## src/usic_pkg.sv

```systemverilog
// constants and types shared by the serial port status and control block
package usic_pkg;

	// register byte offsets on the bus
	localparam logic [7:0] OFF_STATUS_CONTROL = 8'h00;
	localparam logic [7:0] OFF_MODE = 8'h04;
	localparam logic [7:0] OFF_BAUD = 8'h08;
	localparam logic [7:0] OFF_TX_DATA = 8'h0C;
	localparam logic [7:0] OFF_RX_DATA = 8'h10;

	// serial_status_control bit positions
	localparam int B_TXSEL1 = 15;
	localparam int B_TX_INVERT = 14;
	localparam int B_TXSEL0 = 13;
	localparam int B_BRK = 11;
	localparam int B_TXEN = 10;
	localparam int B_TXBF = 9;
	localparam int B_TX_EMPTY = 8;
	localparam int B_RXSEL1 = 7;
	localparam int B_RXSEL0 = 6;
	localparam int B_ADDR_DETECT = 5;
	localparam int B_RX_IDLE = 4;
	localparam int B_PARITY_ERR = 3;
	localparam int B_FRAME_ERR = 2;
	localparam int B_OVR = 1;
	localparam int B_RXDA = 0;

	// mode register bit positions
	localparam int B_CODEC_EN = 12;
	localparam int B_FORMAT_LO = 1;
	localparam int B_STSEL = 0;

	typedef enum logic [1:0] {
		PDS_8N = 2'b00,
		PDS_8E = 2'b01,
		PDS_8O = 2'b10,
		PDS_9N = 2'b11
	} usic_format_t;

	// interrupt select codes
	localparam logic [1:0] TXI_EACH = 2'b00;
	localparam logic [1:0] TXI_DONE = 2'b01;
	localparam logic [1:0] TXI_EMPTY = 2'b10;
	localparam logic [1:0] RXI_FULL = 2'b11;
	localparam logic [1:0] RXI_3Q = 2'b10;
	localparam int RX_LVL_FULL = 4;
	localparam int RX_LVL_3Q = 3;

	// line timing
	localparam logic [3:0] OVS_LAST = 4'hF;
	localparam logic [3:0] OVS_MID = 4'h7;
	localparam logic [3:0] IR_PULSE = 4'h3;
	localparam int BRK_ZEROS = 12;
	localparam logic [15:0] BAUD_RST = 16'h0000;

	typedef struct packed {
		logic parityErr;
		logic frameErr;
		logic [8:0] data;
	} usic_rx_entry_t;

	typedef struct packed {
		logic [15:0] bits;
		logic [3:0] last;
	} usic_frame_t;

endpackage

```

## src/usic_top.sv

```systemverilog
// serial port: status/control register, transmitter, receiver, bus slave
`timescale 1ns/1ps
// Function
// select 10: irq when move empties buffer
// select 00: irq on each buffer-to-shift move
// select 01: irq when last character done
// codec off: invert makes line idle low
// codec on: invert makes encoded idle high
// break: start, twelve zeros, stop, auto-clear
// disable aborts, flushes, releases pin
// buffer-full flag when no room
// empty flag when shifter and buffer empty
// rx select 11: irq at four characters
// rx select 10: irq at three characters
// rx select 0x: irq on every character
// address detect only in nine-bit mode
// idle flag high unless receiving
// parity flag follows FIFO head
// framing flag follows FIFO head
// overflow sets flag; clearing flushes receiver
// data-available while FIFO not empty
// reading data advances FIFO head
// nine-bit mode is select 11
// only software clears overrun flag
// address mode drops ninth-bit-zero characters
// four-deep FIFO with per-character flags
module usic_top #(
	parameter int TX_DEPTH = 4,
	parameter int RX_DEPTH = 4
) (
	input wire logic clk, // 125 MHz
	input wire logic rst_b, // synchronous reset
	input wire logic psel, // apb select
	input wire logic penable, // apb enable
	input wire logic pwrite, // apb write
	input wire logic [7:0] paddr, // apb byte address
	input wire logic [31:0] pwdata, // apb write data
	output logic [31:0] prdata, // apb read data
	output logic pready, // apb ready
	output logic pslverr, // apb error
	input wire logic rxIn, // receive line
	output logic txOut, // transmit line or encoded output
	output logic txOe, // serial port owns tx pin
	output logic txIrq, // transmit interrupt pulse
	output logic rxIrq // receive interrupt pulse
);
	import usic_pkg::*;

	localparam int TPW = $clog2(TX_DEPTH);
	localparam int RPW = $clog2(RX_DEPTH);

	logic [1:0] txSel_q, rxSel_q;
	logic tx_polarity_invert_q, brk_q, txEn_q, addrEn_q, ovr_q;
	logic infrared_codec_enable_q, stopTwo_q;
	usic_format_t fmtSel_q;
	logic [15:0] baud_q, baudCnt_q;
	logic baudTick;
	logic pready_q, pslverr_q;
	logic [31:0] prdata_q;
	logic apbDone, wrStatus, wrTx, rdRx;
	logic ovrClear;

	// transmitter
	logic [8:0] txMem [TX_DEPTH];
	logic [TPW-1:0] txWp_q, txRp_q;
	logic [TPW:0] txCnt_q;
	logic txPush, txPop, txFull;
	typedef enum {TX_IDLE, TX_SHIFT} usic_tx_state_t;
	usic_tx_state_t txSt_q;
	usic_frame_t txFrm_q;
	logic [3:0] txSub_q, txIdx_q;
	logic txBrkRun_q, txEnd, txBit, irPulse;
	logic txOut_q, txOe_q, txIrq_q;

	// receiver
	usic_rx_entry_t rxMem [RX_DEPTH];
	logic [RPW-1:0] rxWp_q, rxRp_q;
	logic [RPW:0] rxCnt_q;
	typedef enum {RX_IDLE, RX_START, RX_BITS} usic_rx_state_t;
	usic_rx_state_t rxSt_q;
	logic [3:0] rxSub_q, rxIdx_q, rxLast;
	logic [9:0] rxShift_q;
	logic rxDone, rxStore, rxPop, rxPush, rxFrameBad, rxParityBad;
	logic rxIrq_q;
	logic nineBit, parOn;
	usic_rx_entry_t rxHead;

	assign nineBit = (fmtSel_q == PDS_9N);
	assign parOn = (fmtSel_q == PDS_8E) || (fmtSel_q == PDS_8O);

	// frame image, lsb first, stop bits already in the ones above
	function automatic usic_frame_t build_frame(input logic [8:0] d, input usic_format_t ps,
			input logic two, input logic brk);
		usic_frame_t f;
		int n;
		f.bits = '1;
		f.bits[0] = 1'b0;
		if (brk) begin
			for (int i = 1; i <= BRK_ZEROS; i++) begin
				f.bits[i] = 1'b0;
			end
			n = BRK_ZEROS + 2;
		end else begin
			f.bits[8:1] = d[7:0];
			n = 9;
			if (ps == PDS_9N) begin
				f.bits[9] = d[8];
				n = 10;
			end else if (ps != PDS_8N) begin
				f.bits[9] = (ps == PDS_8E) ? ^d[7:0] : ~^d[7:0];
				n = 10;
			end
			n = n + 1 + (two ? 1 : 0);
		end
		f.last = 4'(n - 1);
		return f;
	endfunction

	// apb: ready one cycle into the access phase, data and effects at that edge
	assign apbDone = psel && penable && pready_q;
	assign wrStatus = apbDone && pwrite && (paddr == OFF_STATUS_CONTROL);
	assign wrTx = apbDone && pwrite && (paddr == OFF_TX_DATA);
	assign rdRx = apbDone && !pwrite && (paddr == OFF_RX_DATA);

	always_ff @(posedge clk) begin
		if (!rst_b) begin
			pready_q <= 1'b0;
			pslverr_q <= 1'b0;
		end else begin
			pready_q <= psel && penable && !pready_q;
			pslverr_q <= psel && penable && !pready_q && !(paddr == OFF_STATUS_CONTROL
				|| paddr == OFF_MODE || paddr == OFF_BAUD || paddr == OFF_TX_DATA
				|| paddr == OFF_RX_DATA);
		end
	end

	always_ff @(posedge clk) begin
		if (!rst_b) begin
			prdata_q <= '0;
		end else if (psel && penable && !pready_q && !pwrite) begin
			prdata_q <= '0;
			case (paddr)
				OFF_STATUS_CONTROL: begin
					prdata_q[B_TXSEL1] <= txSel_q[1];
					prdata_q[B_TX_INVERT] <= tx_polarity_invert_q;
					prdata_q[B_TXSEL0] <= txSel_q[0];
					prdata_q[B_BRK] <= brk_q;
					prdata_q[B_TXEN] <= txEn_q;
					prdata_q[B_TXBF] <= txFull;
					prdata_q[B_TX_EMPTY] <= (txSt_q == TX_IDLE) && (txCnt_q == '0);
					prdata_q[B_RXSEL1] <= rxSel_q[1];
					prdata_q[B_RXSEL0] <= rxSel_q[0];
					prdata_q[B_ADDR_DETECT] <= addrEn_q;
					prdata_q[B_RX_IDLE] <= (rxSt_q == RX_IDLE);
					prdata_q[B_PARITY_ERR] <= (rxCnt_q != '0) && rxHead.parityErr;
					prdata_q[B_FRAME_ERR] <= (rxCnt_q != '0) && rxHead.frameErr;
					prdata_q[B_OVR] <= ovr_q;
					prdata_q[B_RXDA] <= (rxCnt_q != '0);
				end
				OFF_MODE: begin
					prdata_q[B_CODEC_EN] <= infrared_codec_enable_q;
					prdata_q[B_FORMAT_LO +: 2] <= fmtSel_q;
					prdata_q[B_STSEL] <= stopTwo_q;
				end
				OFF_BAUD: prdata_q[15:0] <= baud_q;
				OFF_RX_DATA: prdata_q[8:0] <= (rxCnt_q != '0) ? rxHead.data : 9'h000;
				default: prdata_q <= '0;
			endcase
		end
	end

	// control fields
	always_ff @(posedge clk) begin
		if (!rst_b) begin
			txSel_q <= 2'b00;
			rxSel_q <= 2'b00;
			tx_polarity_invert_q <= 1'b0;
			txEn_q <= 1'b0;
			addrEn_q <= 1'b0;
		end else if (wrStatus) begin
			txSel_q <= {pwdata[B_TXSEL1], pwdata[B_TXSEL0]};
			rxSel_q <= {pwdata[B_RXSEL1], pwdata[B_RXSEL0]};
			tx_polarity_invert_q <= pwdata[B_TX_INVERT];
			txEn_q <= pwdata[B_TXEN];
			addrEn_q <= pwdata[B_ADDR_DETECT];
		end
	end

	always_ff @(posedge clk) begin
		if (!rst_b) begin
			infrared_codec_enable_q <= 1'b0;
			fmtSel_q <= PDS_8N;
			stopTwo_q <= 1'b0;
			baud_q <= BAUD_RST;
		end else if (apbDone && pwrite) begin
			if (paddr == OFF_MODE) begin
				infrared_codec_enable_q <= pwdata[B_CODEC_EN];
				fmtSel_q <= usic_format_t'(pwdata[B_FORMAT_LO +: 2]);
				stopTwo_q <= pwdata[B_STSEL];
			end
			if (paddr == OFF_BAUD) begin
				baud_q <= pwdata[15:0];
			end
		end
	end

	// break request: hardware clear at end of break frame beats the write
	always_ff @(posedge clk) begin
		if (!rst_b) begin
			brk_q <= 1'b0;
		end else if (txEnd && txBrkRun_q) begin
			brk_q <= 1'b0;
		end else if (wrStatus) begin
			brk_q <= pwdata[B_BRK];
		end
	end

	// overrun: a new overflow in the clearing cycle keeps the flag set
	assign ovrClear = wrStatus && ovr_q && !pwdata[B_OVR];
	always_ff @(posedge clk) begin
		if (!rst_b) begin
			ovr_q <= 1'b0;
		end else if (rxStore && rxCnt_q == (RPW+1)'(RX_DEPTH)) begin
			ovr_q <= 1'b1;
		end else if (ovrClear) begin
			ovr_q <= 1'b0;
		end
	end

	// 16x oversampling tick; a new divisor restarts the count
	always_ff @(posedge clk) begin
		if (!rst_b || (apbDone && pwrite && paddr == OFF_BAUD)) begin
			baudCnt_q <= '0;
		end else if (baudTick) begin
			baudCnt_q <= '0;
		end else begin
			baudCnt_q <= baudCnt_q + 16'h0001;
		end
	end
	assign baudTick = (baudCnt_q == baud_q);

	// transmit buffer
	assign txFull = (txCnt_q == (TPW+1)'(TX_DEPTH));
	assign txPush = wrTx && !txFull && txEn_q;
	assign txPop = (txSt_q == TX_IDLE) && txEn_q && (txCnt_q != '0);

	always_ff @(posedge clk) begin
		if (txPush) begin
			txMem[txWp_q] <= pwdata[8:0];
		end
	end

	always_ff @(posedge clk) begin
		if (!rst_b || !txEn_q) begin
			txWp_q <= '0;
			txRp_q <= '0;
			txCnt_q <= '0;
		end else begin
			if (txPush) begin
				txWp_q <= txWp_q + 1'b1;
			end
			if (txPop) begin
				txRp_q <= txRp_q + 1'b1;
			end
			txCnt_q <= txCnt_q + (TPW+1)'(txPush) - (TPW+1)'(txPop);
		end
	end

	// transmit shifter
	assign txEnd = (txSt_q == TX_SHIFT) && baudTick && txSub_q == OVS_LAST
		&& txIdx_q == txFrm_q.last;

	always_ff @(posedge clk) begin
		if (!rst_b || !txEn_q) begin
			txSt_q <= TX_IDLE;
			txSub_q <= '0;
			txIdx_q <= '0;
			txBrkRun_q <= 1'b0;
			txFrm_q <= '1;
		end else begin
			case (txSt_q)
				TX_IDLE: begin
					if (txPop) begin
						txFrm_q <= build_frame(txMem[txRp_q], fmtSel_q, stopTwo_q, brk_q);
						txBrkRun_q <= brk_q;
						txSub_q <= '0;
						txIdx_q <= '0;
						txSt_q <= TX_SHIFT;
					end
				end
				TX_SHIFT: begin
					if (baudTick) begin
						txSub_q <= txSub_q + 4'h1;
						if (txSub_q == OVS_LAST) begin
							txIdx_q <= txIdx_q + 4'h1;
							if (txIdx_q == txFrm_q.last) begin
								txSt_q <= TX_IDLE;
							end
						end
					end
				end
				default: txSt_q <= TX_IDLE;
			endcase
		end
	end

	always_ff @(posedge clk) begin
		if (!rst_b) begin
			txIrq_q <= 1'b0;
		end else begin
			case (txSel_q)
				TXI_EACH: txIrq_q <= txPop;
				TXI_EMPTY: txIrq_q <= txPop && txCnt_q == (TPW+1)'(1) && !txPush;
				TXI_DONE: txIrq_q <= txEnd && txCnt_q == '0;
				default: txIrq_q <= 1'b0; // select 11: no irq
			endcase
		end
	end

	// line drive; encoded mode pulses for 3/16 of each zero bit
	assign txBit = (txSt_q == TX_SHIFT) ? txFrm_q.bits[txIdx_q] : 1'b1;
	assign irPulse = (txSt_q == TX_SHIFT) && !txBit && (txSub_q < IR_PULSE);
	always_ff @(posedge clk) begin
		if (!rst_b) begin
			txOut_q <= 1'b1;
			txOe_q <= 1'b0;
		end else begin
			txOe_q <= txEn_q;
			if (infrared_codec_enable_q) begin
				txOut_q <= irPulse ^ tx_polarity_invert_q;
			end else begin
				txOut_q <= txBit ^ tx_polarity_invert_q;
			end
		end
	end

	// receiver: start checked at mid-bit, later bits sampled 16 ticks apart
	assign rxLast = 4'(8 + (nineBit ? 1 : 0) + (parOn ? 1 : 0));
	assign rxDone = (rxSt_q == RX_BITS) && baudTick && rxSub_q == OVS_LAST
		&& rxIdx_q == rxLast;
	assign rxFrameBad = !rxIn;
	assign rxParityBad = parOn && (rxShift_q[8] != ((fmtSel_q == PDS_8E) ? ^rxShift_q[7:0]
		: ~^rxShift_q[7:0]));
	assign rxStore = rxDone && !(addrEn_q && nineBit && !rxShift_q[8]);

	always_ff @(posedge clk) begin
		if (!rst_b || ovrClear) begin
			rxSt_q <= RX_IDLE;
			rxSub_q <= '0;
			rxIdx_q <= '0;
			rxShift_q <= '0;
		end else if (baudTick) begin
			case (rxSt_q)
				RX_IDLE: begin
					rxSub_q <= '0;
					if (!rxIn) begin
						rxSt_q <= RX_START;
					end
				end
				RX_START: begin
					rxSub_q <= rxSub_q + 4'h1;
					if (rxIn) begin
						rxSt_q <= RX_IDLE;
					end else if (rxSub_q == OVS_MID) begin
						rxSub_q <= '0;
						rxIdx_q <= '0;
						rxSt_q <= RX_BITS;
					end
				end
				RX_BITS: begin
					rxSub_q <= rxSub_q + 4'h1;
					if (rxSub_q == OVS_LAST) begin
						rxIdx_q <= rxIdx_q + 4'h1;
						if (rxIdx_q < rxLast) begin
							rxShift_q[rxIdx_q] <= rxIn;
						end else begin
							rxSt_q <= RX_IDLE;
						end
					end
				end
				default: rxSt_q <= RX_IDLE;
			endcase
		end
	end

	// receive FIFO; a full FIFO drops the new character
	assign rxHead = rxMem[rxRp_q];
	assign rxPush = rxStore && rxCnt_q != (RPW+1)'(RX_DEPTH) && !ovrClear;
	assign rxPop = rdRx && rxCnt_q != '0 && !ovrClear;

	always_ff @(posedge clk) begin
		if (rxPush) begin
			// shifter bit 8 holds parity or a stale ninth bit outside nine-bit mode
			rxMem[rxWp_q] <= '{parityErr: rxParityBad, frameErr: rxFrameBad,
				data: {nineBit && rxShift_q[8], rxShift_q[7:0]}};
		end
	end

	always_ff @(posedge clk) begin
		if (!rst_b || ovrClear) begin
			rxWp_q <= '0;
			rxRp_q <= '0;
			rxCnt_q <= '0;
		end else begin
			if (rxPush) begin
				rxWp_q <= rxWp_q + 1'b1;
			end
			if (rxPop) begin
				rxRp_q <= rxRp_q + 1'b1;
			end
			rxCnt_q <= rxCnt_q + (RPW+1)'(rxPush) - (RPW+1)'(rxPop);
		end
	end

	always_ff @(posedge clk) begin
		if (!rst_b) begin
			rxIrq_q <= 1'b0;
		end else begin
			case (rxSel_q)
				RXI_FULL: rxIrq_q <= rxPush && rxCnt_q == (RPW+1)'(RX_LVL_FULL - 1);
				RXI_3Q: rxIrq_q <= rxPush && rxCnt_q == (RPW+1)'(RX_LVL_3Q - 1);
				default: rxIrq_q <= rxPush;
			endcase
		end
	end

	assign prdata = prdata_q;
	assign pready = pready_q;
	assign pslverr = pslverr_q;
	assign txOut = txOut_q;
	assign txOe = txOe_q;
	assign txIrq = txIrq_q;
	assign rxIrq = rxIrq_q;

endmodule // usic_top

```

## config.mk

```make
export PLATFORM = sky130hd
export DESIGN_NAME = usic_top
export DESIGN_NICKNAME = d
export VERILOG_FILES = /design/src/usic_pkg.sv /design/src/usic_top.sv
export SDC_FILE = /design/constraint.sdc
export NUM_CORES = 1
export LEC_CHECK = 0
export BUFFER_PORTS_ARGS = -buffer_cell sky130_fd_sc_hd__buf_2
export CORE_ASPECT_RATIO = 1.75
export CORE_MARGIN = 2
export CORE_UTILIZATION = 35
export CTS_CLUSTER_SIZE = 10
export DETAILED_ROUTE_END_ITERATION = 8
export PLACE_DENSITY = 0.63
export SLEW_MARGIN = 40
export SYNTH_ARGS = -nofsm -noshare
export SYNTH_HDL_FRONTEND = slang
export SYNTH_SLANG_ARGS = --single-unit
```

## constraint.sdc

```tcl
create_clock -name clk -period 3.7 [get_ports clk]
set_input_delay 1.11 -clock clk [delete_from_list [all_inputs] [get_ports clk]]
set_output_delay 1.11 -clock clk [all_outputs]
set_load 0.02 [all_outputs]
```

Word-level counts from Yosys, hierarchy flattened
Memories as Yosys holds them, arrays and structs flattened. A register that Yosys moved wholly into a read port is not among the register bits.
Index checks and enable logic that the tools add are counted.
{ "op_classes": {"n_addsub": 18, "order_cmp": 5, "n_eq_ne": 39, "n_mux": 68, "n_bitwise": 3, "reduce_logical": 96} }
{ "op_table": {"columns": ["op", "n"], "rows": [
  ["32-bit two-way mux", 9],
  ["32-bit logical NOT", 4],
  ["32-bit one-hot mux with 3 select lines", 1],
  ["4-bit two-way mux", 17],
  ["32-bit by 1-bit == test with 1-bit output (second input constant)", 2],
  ["32-bit by 2-bit == test with 1-bit output (second input constant)", 2],
  ["32-bit one-hot mux with 2 select lines", 1],
  ["1-bit logical AND", 45],
  ["32-bit by 3-bit == test with 1-bit output (second input constant)", 1],
  ["4-bit one-hot mux with 2 select lines", 3],
  ["9-bit two-way mux", 2],
  ["2-bit != test (second input constant)", 9],
  ["6-bit one-hot mux with 3 select lines", 1],
  ["1-bit two-way mux", 17],
  ["16-bit by 1-bit adder with 16-bit output (second input constant)", 1],
  ["4-bit by 1-bit adder with 4-bit output (second input constant)", 4],
  ["16-bit == test", 1],
  ["8-bit by 4-bit == test with 1-bit output (second input constant)", 2],
  ["8-bit XNOR reduction", 2],
  ["8-bit parity", 2],
  ["1-bit logical NOT", 13],
  ["2-bit two-way mux", 6],
  ["3-bit one-hot mux with 2 select lines", 2],
  ["3-bit one-hot mux with 4 select lines", 1],
  ["44 further kinds", 81]
]} }
{ "word_totals": {"reg_bits": 189, "ram_bits": 80, "in_bits": 46, "output_inout_bits": 38, "elab_cells": 266, "memories": 2} }
{ "mem_list": {"columns": ["memory", "words", "width", "rd", "rd_ports_with_merged_regs", "wr", "line", "rtl"], "rows": [
  ["rxMem", 4, 11, 1, 1, 1, "usic_top.sv:76", "usic_rx_entry_t rxMem [RX_DEPTH];"],
  ["txMem", 4, 9, 1, 1, 1, "usic_top.sv:64", "logic [8:0] txMem [TX_DEPTH];"]
]} }

Logic depth before layout (Yosys ltp)
{ "logic_depth": {"word_depth": 14, "mapped_depth": 15} }

Worst setup path after synthesis
No wires, ideal clock.
{ "synth_path": {"kind": "in2reg", "startpoint": "input paddr[6]", "endpoint": "register txCnt_q[2]", "arrival_time_ns": 3.888, "slack_ns": -0.316, "stages": 15, "path_cell_list": "or4_1 -> or3_1 -> buf_6 -> nor2_1 -> and3_1 -> clkbuf_1 -> inv_1 -> ha_1 -> inv_1 -> ha_1 -> inv_1 -> fa_1 -> xor2_1 -> xnor2_1 -> nor2_1"} }
{ "synth_via": {"elab_chain_cells": 6} }
{ "synth_lines": {"columns": ["item", "line", "rtl"], "rows": [
  ["start: declaration", "usic_top.sv:36", "input wire logic [7:0] paddr,"],
  ["8-bit by 4-bit == test with 1-bit output", "usic_top.sv:122", "assign wrTx = apbDone && pwrite && (paddr == OFF_TX_DATA);"],
  ["1-bit logical AND", "usic_top.sv:122", null],
  ["1-bit logical AND (2 in a row)", "usic_top.sv:244", "assign txPush = wrTx && !txFull && txEn_q;"],
  ["3-bit by 1-bit adder with 3-bit output", "usic_top.sv:265", "txCnt_q <= txCnt_q + (TPW+1)'(txPush) - (TPW+1)'(txPop);"],
  ["3-bit by 1-bit subtractor with 3-bit output", "usic_top.sv:265", null],
  ["end signal: assignment", "usic_top.sv:265", null],
  ["end: declaration", "usic_top.sv:66", "logic [TPW:0] txCnt_q;"]
]} }
No other way between the ends.
A chain may end at the register's enable or synchronous reset.

Final worst setup path
{ "layout_path": {"startpoint": "register baudCnt_q[7]", "endpoint": "register rxCnt_q[2]"} }
{ "layout_via": {"elab_chain_cells": 9} }
{ "layout_lines": {"columns": ["item", "line", "rtl"], "rows": [
  ["start: declaration", "usic_top.sv:56", "logic [15:0] baud_q, baudCnt_q;"],
  ["start signal: assignment", "usic_top.sv:237", "baudCnt_q <= baudCnt_q + 16'h0001;"],
  ["16-bit == test", "usic_top.sv:240", "assign baudTick = (baudCnt_q == baud_q);"],
  ["1-bit logical AND (2 in a row)", "usic_top.sv:339", "assign rxDone = (rxSt_q == RX_BITS) && baudTick && rxSub_q == OVS_LAST"],
  ["1-bit logical AND", "usic_top.sv:340", "&& rxIdx_q == rxLast;"],
  ["1-bit logical AND", "usic_top.sv:344", "assign rxStore = rxDone && !(addrEn_q && nineBit && !rxShift_q[8]);"],
  ["1-bit logical AND (2 in a row)", "usic_top.sv:388", "assign rxPush = rxStore && rxCnt_q != (RPW+1)'(RX_DEPTH) && !ovrClear;"],
  ["3-bit by 1-bit adder with 3-bit output", "usic_top.sv:411", "rxCnt_q <= rxCnt_q + (RPW+1)'(rxPush) - (RPW+1)'(rxPop);"],
  ["3-bit by 1-bit subtractor with 3-bit output", "usic_top.sv:411", null],
  ["end signal: assignment", "usic_top.sv:411", null],
  ["end: declaration", "usic_top.sv:78", "logic [RPW:0] rxCnt_q;"]
]} }
No other way between the ends.

==> flow_summary.toml <==
[layout]
num-nets-final = 961
ratio_of_cells_with_drive_above_1_in_the_final_layout_pct = 15.3
area_growth_syn_to_layout_pct = 14.5
final-seq-area_mm2 = 0.00498
final_instance_area_mm2 = 0.0106
n_fill_cell = 2458
multiInputGateArea_mm2 = 0.00396
layout.cells.non_filler = 1214

[synth]
synth_top_cells_by_area = "sky130_fd_sc_hd__dfxtp_1, sky130_fd_sc_hd__edfxtp_1, sky130_fd_sc_hd__mux4_2, sky130_fd_sc_hd__mux2i_1, sky130_fd_sc_hd__nor2_1"
yosysSeqAreaShare_pct = 54.0
synth-compound-area-share_pct = 6.16
yosys_warnings = 0
synth_top_family_by_area = "simple AND/OR/NAND/NOR gates"
synth_edf_count = 80
yosys.cell_types.count = 53
yosys.area_share.simple_pct = 14.0
synth_top_area_cell = "sky130_fd_sc_hd__dfxtp_1"
synth-async-reset-ratio_pct = 0
xor_and_xnor_fraction_of_the_mapped_netlist_area_pct = 6.45
syn_area_per_cell_um2 = 11.3
muxShareOfSynthArea_pct = 10.3
synth_fa_ha_area_share_pct = 4.77
syn-instance-count = 819
ys_dominant_reg_cell = "sky130_fd_sc_hd__dfxtp_1"
mappedNetlistArea_mm2 = 0.00924
ys_seq_elements = 209
post-synth-top-area-fraction_pct = 28.0

[clocking]
cts_max_path_buffers = 3
clock_tree.htree_level_count = 1
tritoncts_num_sinks = 209
postCtsResizedCells = 0
cts.hold.buffers_added = 0
root_buffer = "sky130_fd_sc_hd__clkbuf_16"
clock_insertion_delay_worst_skew_ns = 0.52
cts_tree = "done"
post-cts-setup-buffers = 0
cts_made_buffers = 24
clk_pin_slew_ns = 0.06

[placed_design]
gpl.final_weighted_congestion = 0.862
dpl_hpwl_mm = 15.9
dpl_cell_area_mm2 = 0.00990
placed_cells_incl_taps = 1175
place.port_buffers = 51

[worst_setup_path]
rrSetupSlack_ns = 0.38
required_time_of_the_worst_setup_path_ns = 4.10
start_kind = "flip-flop"
timing.setup.critical_path_class = "flip-flop to flip-flop"
worstPathArrival_ns = 3.71
worstPathMaxFanout = 4
critical_path.endpoint_type = "flip-flop"

[detailed_routing]
routedWlPerCell_um = 17.9
vias = 6166
drtPass1Iterations = 4
drt-total-wl_mm = 21.7
drt_first_iter_violations = 331
drt_drc_violations_left = 0
post_drt_via_cell_ratio = 5.08
drtAntennaViolNets = 0

[floorplanning]
dieArea_mm2 = 0.0278
core_mm2 = 0.0260
num_io_pins = 84
chipHeight_um = 219
placementRows = 78
die_width_um = 127
floorplan.initialDensity_pct = 35.6

[global_route]
globalRoute.totalOverflow = 0
antenna_violations_before_repair = 3
first_pass_grt_wire_length_mm = 33.9
vias_in_the_first_global_route = 6316
grt_start_max_net_pins = 44
grt_use_total_pct = 15.7

[sta]
finClkSkew_ns = 0.0118
worst_slew_pin_slew_ns = 0.781
setup-violations-final = 0
rsz0062_at_grt = "false"
setup_tns_ns = 0
min_period_ns = 3.32
max_slew_margin_vs_limit_pct = 47.6
maxSlewViolCount = 0
fin_crit_sh_pct = 89.7
finalHoldViolCount = 0
clock.fmax_mhz = 301

[outcome]
run_status = "complete, no violations"

[power_and_ir_drop]
vdd_drop_max_mv = 0.301
cellPowerDensity_mw_per_mm2 = 445
total_leakage_power_uw = 0.00409
fin_total_pwr_uw = 4710

[flow_run]
max-cap-violations = 0

[hold_path]
timing.hold.worst.class = "flip-flop to flip-flop"
-- final cells by class --
cell class              instances  share of cell area [%]
well taps                     320                    3.79
diodes                          1                  0.0237
repair buffers                 74                    4.05
inverters                      32                    1.16
flip-flops and latches        209                    47.1
multi-input cells             540                    37.5
clock buffers                  38                    6.38
-- worst paths after layout --
path	from	end	cells past startpoint
hold / removal	txFrm_q[4]	txFrm_q[4]	2
setup / recovery	baudCnt_q[7]	rxCnt_q[2]	13
hold reg to reg	txFrm_q[4]	txFrm_q[4]	2
setup reg to reg	baudCnt_q[7]	rxCnt_q[2]	13
-- report_power, final --
group	switching (uW)	internal, uW
combinational	130	62.0
sequential	12.2	2390
clock	879	1230
-- metal layers --
metal	wire length (um)	global-route usage [%]	share of wire, %
met4	1390	9.67	6.4
met5	14	0	0.065
met2	11300	29.4	52
met1	8150	16.2	38
met3	847	2.44	3.9
-- sequential cells by signal (all words and copies together), names as in the netlist, 9 cells and up, named ones only --
register / count
txMem: 36
txFrm_q: 15
rxShift_q: 9
prdata: 16
baud_q: 16
rxMem: 44
baudCnt_q: 16
-- critical path, stage by stage (launching register included) --
cell and delay [ns]:
sky130_fd_sc_hd__dfxtp_1 0.36, sky130_fd_sc_hd__xor2_1 0.16, sky130_fd_sc_hd__nor4_1 0.36, sky130_fd_sc_hd__nand4_1 0.32
sky130_fd_sc_hd__nor3_1 0.37, sky130_fd_sc_hd__nand2b_1 0.23, sky130_fd_sc_hd__a21oi_1 0.21, sky130_fd_sc_hd__inv_1 0.06
sky130_fd_sc_hd__ha_1 0.27, sky130_fd_sc_hd__inv_1 0.04, sky130_fd_sc_hd__ha_1 0.18, sky130_fd_sc_hd__fa_1 0.38
sky130_fd_sc_hd__xnor2_1 0.18, sky130_fd_sc_hd__nor2_1 0.05
-- cell families (layout without fill, tap and decap cells) --
family          count (synthesis)  count (layout)
simple gates                  270             270
flops                         209             209
buf+inv                        85             144
compound gates                 84              84
xor+xnor                       68              68
mux                            68              68
fa+ha+maj                      34              34
other cells                     1              17
-- cell usage after synthesis, types with 4 or more instances --
cell / n
sky130_fd_sc_hd__edfxtp_1: 80
sky130_fd_sc_hd__mux2i_1: 46
sky130_fd_sc_hd__mux4_2: 22
sky130_fd_sc_hd__and3_1: 12
sky130_fd_sc_hd__a221o_1: 9
sky130_fd_sc_hd__nor2_1: 111
sky130_fd_sc_hd__o211ai_1: 5
sky130_fd_sc_hd__dfxtp_1: 129
sky130_fd_sc_hd__nand3_1: 18
sky130_fd_sc_hd__and2_1: 10
sky130_fd_sc_hd__nor2b_1: 4
sky130_fd_sc_hd__o21ai_0: 13
sky130_fd_sc_hd__nor3b_1: 4
sky130_fd_sc_hd__nand3b_1: 5
sky130_fd_sc_hd__a22oi_1: 11
sky130_fd_sc_hd__inv_1: 31
sky130_fd_sc_hd__buf_4: 16
sky130_fd_sc_hd__nor3_1: 24
sky130_fd_sc_hd__clkbuf_1: 28
sky130_fd_sc_hd__xnor2_1: 34
sky130_fd_sc_hd__nor4_1: 4
sky130_fd_sc_hd__xor2_1: 34
sky130_fd_sc_hd__ha_1: 32
sky130_fd_sc_hd__a21oi_1: 27
sky130_fd_sc_hd__buf_2: 7
sky130_fd_sc_hd__nand2_1: 50
sky130_fd_sc_hd__nand4_1: 8
sky130_fd_sc_hd__a221oi_1: 7
-- placed cells by master (no fill, tap or decap), drive strengths merged, types with 7 or more instances in the layout --
cell and n:
ha 32, nor2 111, buf 74, mux4 22
nand4 8, xnor2 34, mux2i 46, a221o 9
nand3 18, dfxtp 129, xor2 34, and2 10
a22oi 11, a21oi 27, clkbuf 38, inv 31
and3 12, conb 16, o21ai 13, nand2 50
nor3 24, a221oi 7, edfxtp 80
-- metrics by stage --
step                      hold WS (ns)  setup WS [ns]  util, %
final                            0.445          0.381     40.7
after detailed placement         0.437         -0.133     38.1
after CTS                        0.447          0.318     40.7
after floorplan                  0.416         -0.102        -
after global routing             0.456          0.180     40.7
after global placement           0.429         -0.116     38.1
No activity file was read; power rests on OpenSTA's default activity.
